==> config.mk <==
export PLATFORM = sky130hd
export DESIGN_NAME = ccdc_mac
export DESIGN_NICKNAME = d
export VERILOG_FILES = /design/src/pkg/ccdc_pkg.sv /design/src/rtl/ccdc_mac.sv
export SDC_FILE = /design/constraint.sdc
export NUM_CORES = 1
export LEC_CHECK = 0
export BUFFER_PORTS_ARGS = -buffer_cell sky130_fd_sc_hd__buf_4
export CAP_MARGIN = 20
export CORE_ASPECT_RATIO = 0.9
export CORE_MARGIN = 2
export CORE_UTILIZATION = 50
export DETAILED_ROUTE_END_ITERATION = 12
export GPL_ROUTABILITY_DRIVEN = 1
export PLACE_DENSITY = 0.71
export RECOVER_POWER = 25
export SLEW_MARGIN = 10
export SYNTH_ARGS = -nofsm -noshare
export SYNTH_HDL_FRONTEND = slang
export SYNTH_SLANG_ARGS = --single-unit
==> constraint.sdc <==
create_clock -name ref_clk -period 6.9 [get_ports ref_clk]
set_input_delay 1.035 -clock ref_clk [delete_from_list [all_inputs] [get_ports ref_clk]]
set_output_delay 1.035 -clock ref_clk [all_outputs]
set_load 0.05 [all_outputs]
==> src/pkg/ccdc_pkg.sv <==
// constants for the csma/cd deferral and collision block
package ccdc_pkg;
    // ==================== timing
    localparam int CLK_NS = 25;
    localparam int BIT_NS = 100;
    localparam int BIT_DIV_I = BIT_NS / CLK_NS;
    localparam logic [1:0] BIT_DIV_LAST = 2'(BIT_DIV_I - 1);
    localparam int PART1_NS = 6000;
    localparam int PART2_NS = 3600;
    localparam int BLIND_NS = 4000;
    localparam logic [6:0] PART1_BITS = 7'((PART1_NS + BIT_NS - 1) / BIT_NS);
    localparam logic [6:0] GAP_BITS = 7'((PART1_NS + PART2_NS + BIT_NS - 1) / BIT_NS);
    localparam logic [6:0] BLIND_BITS = 7'((BLIND_NS + BIT_NS - 1) / BIT_NS);
    // ==================== frame and backoff counts
    localparam logic [5:0] PRE_LAST = 6'h3F;
    localparam logic [5:0] JAM_BITS = 6'h20;
    localparam logic [9:0] SLOT_BITS = 10'h200;
    localparam logic [8:0] SLOT_LAST = 9'h1FF;
    localparam logic [4:0] LAST_RETRY = 5'h0F;
    localparam logic [3:0] BO_KMAX = 4'hA;
    // ==================== register map
    localparam logic [3:0] REG_CTRL = 4'h0;
    localparam logic [3:0] REG_STAT = 4'h4;
    localparam int CTRL_TX2PD = 0;
    localparam int CTRL_RETRY_DIS = 1;
    localparam int CTRL_BO_PAUSE = 2;
    localparam int STAT_ONE = 0;
    localparam int STAT_MORE = 1;
    localparam int STAT_RETRY_FAILURE_FLAG = 2;
    localparam int STAT_LATE = 3;
    localparam int STAT_DEFER = 4;
    localparam logic [2:0] CTRL_RST = 3'h0;
    localparam logic [15:0] LFSR_SEED = 16'hACE1;
    // ==================== states
    typedef enum logic [4:0] {
        S_IDLE = 5'h01,
        S_PRE = 5'h02,
        S_DATA = 5'h04,
        S_JAM = 5'h08,
        S_BACK = 5'h10
    } ccdc_state_t;
endpackage

==> src/rtl/ccdc_mac.sv <==
// csma/cd deferral, collision handling and backoff engine
// Operation
// receive deferral: 6.0 us then 3.6 us
// gap timer times 9.6 us from carrier drop
// first part: defer, receive, hold gap at zero
// second part, pending: ignore carrier, transmit anyway
// forced collision: full preamble, jam, then backoff
// transmit two-part deferral disabled by control bit
// ignore carrier 4.0 us after own transmission
// post-transmit first part spans 4 to 6 us
// carrier at 4-6 us restarts first part, no blinding
// early collision: finish preamble and delimiter, then jam
// collision before 512 bits: jam at once
// jam is 32 zero bits
// at most 16 attempts, retry after backoff
// success sets one-retry or multiple-retry flag
// sixteen collisions: retry failure, flush frame
// retry disable: fail at first collision, flush
// late collision: jam, late flag, flush, no retry
// backoff r slots, r below 2^min(n,10)
// optional backoff pauses while carrier present
// seven preamble bytes then delimiter 10101011
// bit time 100 ns, slot 512 bits
`timescale 1ns/1ps
`default_nettype none
module ccdc_mac
    import ccdc_pkg::*;
(
    // clock and reset
    input wire logic ref_clk,
    input wire logic rst_n,
    // register port
    input wire logic [3:0] reg_addr,
    input wire logic [31:0] reg_wdata,
    input wire logic reg_wr,
    input wire logic reg_rd,
    output logic [31:0] reg_rdata,
    // medium through the manchester codec
    input wire logic carrier_sense,
    input wire logic collision,
    output logic tx_en,
    output logic tx_data,
    output logic rx_accept,
    // transmit fifo
    input wire logic tx_pending,
    input wire logic fifo_bit,
    input wire logic fifo_last,
    output logic fifo_pop,
    output logic frame_done,
    output logic fifo_flush
);
    // ==================== state
    typedef struct packed {
        ccdc_state_t st;
        logic [1:0] bdiv;
        logic [1:0] crs_sync;
        logic [1:0] col_sync;
        logic [6:0] gap;
        logic after_tx;
        logic [5:0] bcnt;
        logic [9:0] dcnt;
        logic last_out;
        logic coll_pend;
        logic late;
        logic [4:0] retries;
        logic [9:0] bo_slots;
        logic [8:0] bo_bits;
        logic [15:0] lfsr;
        logic [2:0] ctrl;
        logic [4:0] stat;
        logic tx_en;
        logic tx_data;
        logic fifo_pop;
        logic frame_done;
        logic fifo_flush;
        logic rx_accept;
        logic [31:0] rdata;
    } ccdc_regs_t;

    ccdc_regs_t q;
    ccdc_regs_t next_q;
    logic tick;
    logic crs;
    logic col;
    logic deaf;
    logic crs_eff;
    logic gap_done;
    logic tx_busy;
    logic [3:0] bo_k;
    logic [9:0] bo_mask;

    assign reg_rdata = q.rdata;
    assign tx_en = q.tx_en;
    assign tx_data = q.tx_data;
    assign rx_accept = q.rx_accept;
    assign fifo_pop = q.fifo_pop;
    assign frame_done = q.frame_done;
    assign fifo_flush = q.fifo_flush;

    // ==================== next state
    always_comb begin
        next_q = q;
        next_q.fifo_pop = 1'b0;
        next_q.frame_done = 1'b0;
        next_q.fifo_flush = 1'b0;
        next_q.rdata = 32'h0000_0000;
        // pins come from the codec domain, so two flops first
        next_q.crs_sync = {q.crs_sync[0], carrier_sense};
        next_q.col_sync = {q.col_sync[0], collision};
        crs = q.crs_sync[1];
        col = q.col_sync[1];
        next_q.lfsr = {q.lfsr[14:0], q.lfsr[15] ^ q.lfsr[13] ^ q.lfsr[12] ^ q.lfsr[10]};
        // one bit time every four clocks
        tick = (q.bdiv == BIT_DIV_LAST);
        next_q.bdiv = tick ? 2'h0 : q.bdiv + 2'h1;

        // ==================== register port
        if (reg_wr) begin
            if (reg_addr == REG_CTRL) begin
                next_q.ctrl = reg_wdata[2:0];
            end
        end
        if (reg_rd) begin
            if (reg_addr == REG_CTRL) begin
                next_q.rdata = {29'h0, q.ctrl};
            end else if (reg_addr == REG_STAT) begin
                next_q.rdata = {27'h0, q.stat};
            end else begin
                next_q.rdata = 32'h0000_0000;
            end
        end

        // ==================== deferral
        // blinding covers the sqe test burst after our own frame
        deaf = q.after_tx && !q.ctrl[CTRL_TX2PD] && (q.gap < BLIND_BITS);
        // once past the first part a pending frame wins the medium
        if (tx_pending && (q.gap >= PART1_BITS)) begin
            deaf = 1'b1;
        end
        // disabled: one uninterruptible part after our own frame
        if (tx_pending && q.after_tx && q.ctrl[CTRL_TX2PD]) begin
            deaf = 1'b1;
        end
        crs_eff = crs && !deaf;
        gap_done = (q.gap == GAP_BITS);
        tx_busy = (q.st == S_PRE) || (q.st == S_DATA) || (q.st == S_JAM);
        next_q.rx_accept = crs_eff && !tx_busy;
        if (tx_busy) begin
            next_q.gap = 7'h00;
        end else if (crs_eff) begin
            // restart of the whole first part, blinding not re-armed
            next_q.gap = 7'h00;
            next_q.after_tx = 1'b0;
        end else if (tick && !gap_done) begin
            next_q.gap = q.gap + 7'h01;
        end

        // ==================== backoff window
        bo_k = (q.retries + 5'h01 > 5'(BO_KMAX)) ? BO_KMAX : 4'(q.retries + 5'h01);
        bo_mask = 10'((11'h001 << bo_k) - 11'h001);

        // ==================== transmit sequencer
        case (q.st)
            S_IDLE: begin
                next_q.tx_en = 1'b0;
                next_q.tx_data = 1'b0;
                if (tx_pending && q.retries == 5'h00 && !gap_done) begin
                    next_q.stat[STAT_DEFER] = 1'b1;
                end
                if (tick && tx_pending && gap_done && !crs_eff) begin
                    next_q.st = S_PRE;
                    next_q.tx_en = 1'b1;
                    next_q.tx_data = 1'b1;
                    next_q.bcnt = 6'h01;
                    next_q.dcnt = 10'h000;
                    next_q.coll_pend = 1'b0;
                    next_q.late = 1'b0;
                    next_q.last_out = 1'b0;
                    if (q.retries == 5'h00) begin
                        next_q.stat = {q.stat[STAT_DEFER], 4'h0};
                    end
                end
            end
            S_PRE: begin
                if (col) begin
                    next_q.coll_pend = 1'b1;
                end
                if (tick) begin
                    if (q.bcnt == PRE_LAST) begin
                        next_q.st = (q.coll_pend || col) ? S_JAM : S_DATA;
                        next_q.bcnt = 6'h00;
                    end else begin
                        next_q.bcnt = q.bcnt + 6'h01;
                    end
                    // alternating ones and zeros, delimiter ends in two ones
                    next_q.tx_data = ~q.bcnt[0] | (q.bcnt == PRE_LAST);
                end
            end
            S_DATA: begin
                if (col && !q.last_out) begin
                    // jam starts on the next bit, frame data abandoned
                    next_q.st = S_JAM;
                    next_q.bcnt = 6'h00;
                    next_q.late = (q.dcnt >= SLOT_BITS);
                end else if (tick) begin
                    if (q.last_out) begin
                        next_q.st = S_IDLE;
                        next_q.tx_en = 1'b0;
                        next_q.tx_data = 1'b0;
                        next_q.after_tx = 1'b1;
                        next_q.frame_done = 1'b1;
                        next_q.stat[STAT_ONE] = (q.retries == 5'h01);
                        next_q.stat[STAT_MORE] = (q.retries > 5'h01);
                        next_q.retries = 5'h00;
                    end else begin
                        next_q.tx_data = fifo_bit;
                        next_q.fifo_pop = 1'b1;
                        next_q.last_out = fifo_last;
                        if (q.dcnt < SLOT_BITS) begin
                            next_q.dcnt = q.dcnt + 10'h001;
                        end
                    end
                end
            end
            S_JAM: begin
                if (tick) begin
                    if (q.bcnt == JAM_BITS) begin
                        next_q.tx_en = 1'b0;
                        next_q.tx_data = 1'b0;
                        next_q.after_tx = 1'b1;
                        next_q.st = S_IDLE;
                        if (q.late) begin
                            next_q.stat[STAT_LATE] = 1'b1;
                            next_q.fifo_flush = 1'b1;
                            next_q.retries = 5'h00;
                        end else if (q.ctrl[CTRL_RETRY_DIS] || q.retries == LAST_RETRY) begin
                            next_q.stat[STAT_RETRY_FAILURE_FLAG] = 1'b1;
                            next_q.stat[STAT_ONE] = 1'b0;
                            next_q.stat[STAT_MORE] = 1'b0;
                            next_q.fifo_flush = 1'b1;
                            next_q.retries = 5'h00;
                        end else begin
                            next_q.retries = q.retries + 5'h01;
                            next_q.bo_slots = q.lfsr[9:0] & bo_mask;
                            next_q.bo_bits = 9'h000;
                            next_q.st = S_BACK;
                        end
                    end else begin
                        next_q.tx_data = 1'b0;
                        next_q.bcnt = q.bcnt + 6'h01;
                    end
                end
            end
            S_BACK: begin
                // the pausing mode lets quiet stations in first on a busy wire
                if (tick && !(q.ctrl[CTRL_BO_PAUSE] && crs)) begin
                    if (q.bo_slots == 10'h000) begin
                        next_q.st = S_IDLE;
                    end else if (q.bo_bits == SLOT_LAST) begin
                        next_q.bo_bits = 9'h000;
                        next_q.bo_slots = q.bo_slots - 10'h001;
                    end else begin
                        next_q.bo_bits = q.bo_bits + 9'h001;
                    end
                end
            end
            default: begin
                next_q.st = S_IDLE;
            end
        endcase
    end

    // ==================== registers
    always_ff @(posedge ref_clk or negedge rst_n) begin
        if (!rst_n) begin
            q <= '0;
            q.st <= S_IDLE;
            q.gap <= GAP_BITS;
            q.lfsr <= LFSR_SEED;
            q.ctrl <= CTRL_RST;
        end else begin
            q <= next_q;
        end
    end
endmodule
`default_nettype wire

==> flow_metrics.env <==
export IMPL_pwr_share_seq_pct=46.1
export IMPL_avgViaCountPerCell=5.82
export IMPL_hold_ws_ps=351
export IMPL_antenna_left=0
export IMPL_clkTransAtPathRegs_ps=70
export IMPL_postCtsSetupBuffers=0
export IMPL_grt_max_degree=68
export IMPL_postSynth_asyncResetShare_pct=100
export IMPL_antennaDiodeCount=0
export IMPL_area_delta_synth_final_pct=9.34
export IMPL_slew_violations=32
export IMPL_overflow=0
export IMPL_antenna_found_initial=0
export IMPL_ys_warnings_count=0
export IMPL_ys_types=76
export IMPL_grt_usage_pct=21.0
export IMPL_critical_path_required_ps=7160
export IMPL_grt_use_met1_pct=30.5
export IMPL_cts_sinks=97
export IMPL_ys_top_cells_by_count="dfrtp_1 (86), nor2_1 (52), nand2_1 (41), buf_4 (34), nand3_1 (27)"
export IMPL_power_density_nw_per_um2=208
export IMPL_postCtsResizedCells=0
export IMPL_final_period_utilization_pct=48.2
export IMPL_ys_seq_elements=97
export IMPL_switching_share_pct=22.7
export IMPL_wirelength_um=12000
export IMPL_use_met2_pct=31.2
export IMPL_use_met3_pct=4.78
export IMPL_postCtsHoldBufs=0
export IMPL_clkPwrFrac_pct=48.3
export IMPL_fmax_ghz=0.301
export IMPL_crit_type="flip-flop to flip-flop"
export IMPL_p_int_mw=0.984
export IMPL_fin_setup_tns_ps=0
export IMPL_drive_above_1_share_pct=12.8
export IMPL_drc=0
export IMPL_ir_drop_v=0.000102
export IMPL_root_buffer="clkbuf_16"
export IMPL_power_leakage_nw=2.70
export IMPL_synth_top_area_cell="dfrtp_1"
export IMPL_fin_crit_ps=3330
export IMPL_violations="max-capacitance violations, max-slew violations"
export IMPL_drt_pass1_iterations=5
export IMPL_hold_path_class="flip-flop to flip-flop"
export IMPL_dpl_cell_area_sq_um=5760
export IMPL_ys_flop_type="dfrtp_1"
export IMPL_setup_viol=0
export IMPL_startpoint_type="flip-flop"
export IMPL_relSlewSlack_pct=-8.70
export IMPL_status="finished with violations"
export IMPL_end_kind="flip-flop"
export IMPL_postLayoutCellArea_sq_um=6120
export IMPL_synth_edf_count=0
export IMPL_coreArea_sq_um=10900
export IMPL_rows=36
export IMPL_die_area_sq_um=12100
export IMPL_fp_dieH_um=104
export IMPL_ys_seq_area_share_pct=43.6
export IMPL_avgSynthCellArea_sq_um=9.46
export IMPL_wire_per_inst_um=15.8
export IMPL_maxCapViolCount=1
export IMPL_io_buffers=26
export IMPL_htreeDepth=3
export IMPL_die_w_um=116
export IMPL_io_pins=83
export IMPL_grt_pass1_vias=4114
export IMPL_synth_top_area_share_pct=38.4
export IMPL_synth_cell_area_sq_um=5600
export IMPL_switching_power_mw=0.288
export IMPL_drt_initial_drc_count=311
export IMPL_combPwrFrac_pct=5.7
export IMPL_start_util_pct=51.6
export IMPL_dpl_hpwl_um=8560
export IMPL_grt_pass1_wl_um=20200
export IMPL_clock_latency_ps=360
export IMPL_clock_path_buffers=2
export IMPL_synth_most_common_cell="dfrtp_1"
export IMPL_cp_arrival_ps=3590
export IMPL_finClkSkew_ps=12.8
export IMPL_preCtsSetupSlack_ps=3660
export IMPL_final_nets=663
export IMPL_rsz0062_at_grt="false"
export IMPL_syn_inst=592
export IMPL_num_vias=4421
export IMPL_critical_path_max_fanout=16
export IMPL_gp_congestion=0.881
export IMPL_finalWorstSetupSlack_ps=3570
export IMPL_worst_pin_slew_ps=1630
export IMPL_hold_viol=0
export IMPL_cts_buffers=9
export IMPL_synthTopCellsByArea="dfrtp_1 (38%), dfstp_2 (5.2%), buf_4 (4.6%), nor2_1 (3.5%), ha_1 (3.4%)"
export IMPL_grt_busiest_layer="met2"
export IMPL_tritoncts="yes"
## path summary, 6_finish.rpt
| check | start | to | slack [ps] | depth (start not counted) |
|---|---|---|---|---|
| worst min register to register | next_q[116] | crs | 350 | 0 |
| worst max register to register | q[81] | q[75] | 3570 | 10 |
| worst min-delay path | next_q[116] | crs | 350 | 0 |
| worst max-delay path | q[81] | q[75] | 3570 | 10 |
| max in group asynchronous | rst_n | next_q[50] | 4180 | 2 |
| min in group asynchronous | rst_n | q[67] | 1090 | 1 |
## power by group through the flow
stage	sequential, mW	combinational (mW)	clock, mW
floorplan	0.594	0.0625	0
global placement	0.597	0.0720	0
detailed placement	0.597	0.0731	0
CTS	0.586	0.0733	0.628
global route	0.588	0.0784	0.645
finish	0.586	0.0719	0.614
## through the flow
stage | util (%) | instances | total power [mW]
final | 56.4 | 760 | 1.27
after global routing | 56.4 | 760 | 1.31
after CTS | 56.5 | 760 | 1.29
after detailed placement | 53.1 | 744 | 0.670
after global placement | 53.1 | 744 | 0.669
after floorplan | - | 618 | 0.657
## cell usage in the layout, fill, tap and decap left out, types with 16 or more instances in the layout
| cell type | netlist | routed |
|---|---|---|
| conb_1 | 1 | 27 |
| o31ai_1 | 23 | 23 |
| inv_1 | 24 | 24 |
| nand2_1 | 41 | 41 |
| nand3_1 | 27 | 27 |
| buf_4 | 34 | 27 |
| nor3_1 | 17 | 17 |
| o21ai_0 | 24 | 24 |
| dfrtp_1 | 86 | 86 |
| nor2_1 | 52 | 52 |
| a31oi_1 | 16 | 16 |
| a21oi_1 | 24 | 24 |
## registers in the layout, summed over array words and instances, names as in the netlist
name        count
reg_rdata       5
next_q         17
q              67
tx_en           1
fifo_flush      1
crs             1
col             1
tx_data         1
frame_done      1
rx_accept       1
fifo_pop        1
## kinds of logic (layout without fill, tap and decap cells)
kind of cell | after synthesis | count (layout) | share of synthesized area [%]
XOR/XNOR | 10 | 10 | 1.56
AO/OA/AOI/OAI | 149 | 149 | 19.0
buffers and inverters | 80 | 70 | 7.93
multiplexers | 15 | 15 | 2.81
adder cells (fa/ha/maj) | 15 | 15 | 3.35
AND/OR/NAND/NOR | 225 | 225 | 21.7
other | 1 | 27 | 0.0669
flip-flops | 97 | 97 | 43.6
## critical path: stages (launching register included)
cell,delay [ps]
dfrtp_1,560
ha_1,380
and3_1,220
ha_1,380
o21a_1,190
nand3_1,120
ha_1,320
or4b_1,490
o21ai_0,140
o21ai_0,140
a311oi_1,290
## per-layer routing
metal	part of all wire (%)	wire length [um]	up-vias
li1	-	-	2141
met4	1.4	168	0
met3	5.1	617	12
met2	45	5460	129
met5	0	0	-
met1	48	5770	2139
## final cells by class
cell class	count	area (sq um)
sequential	97	2440
timing repair buffer	30	221
clock inverter	7	143
fill	935	4730
tap	152	190
inverter	24	90.1
clock buffer	9	225
multi-input combinational	441	2810
No activity file was read; power rests on OpenSTA's default activity.
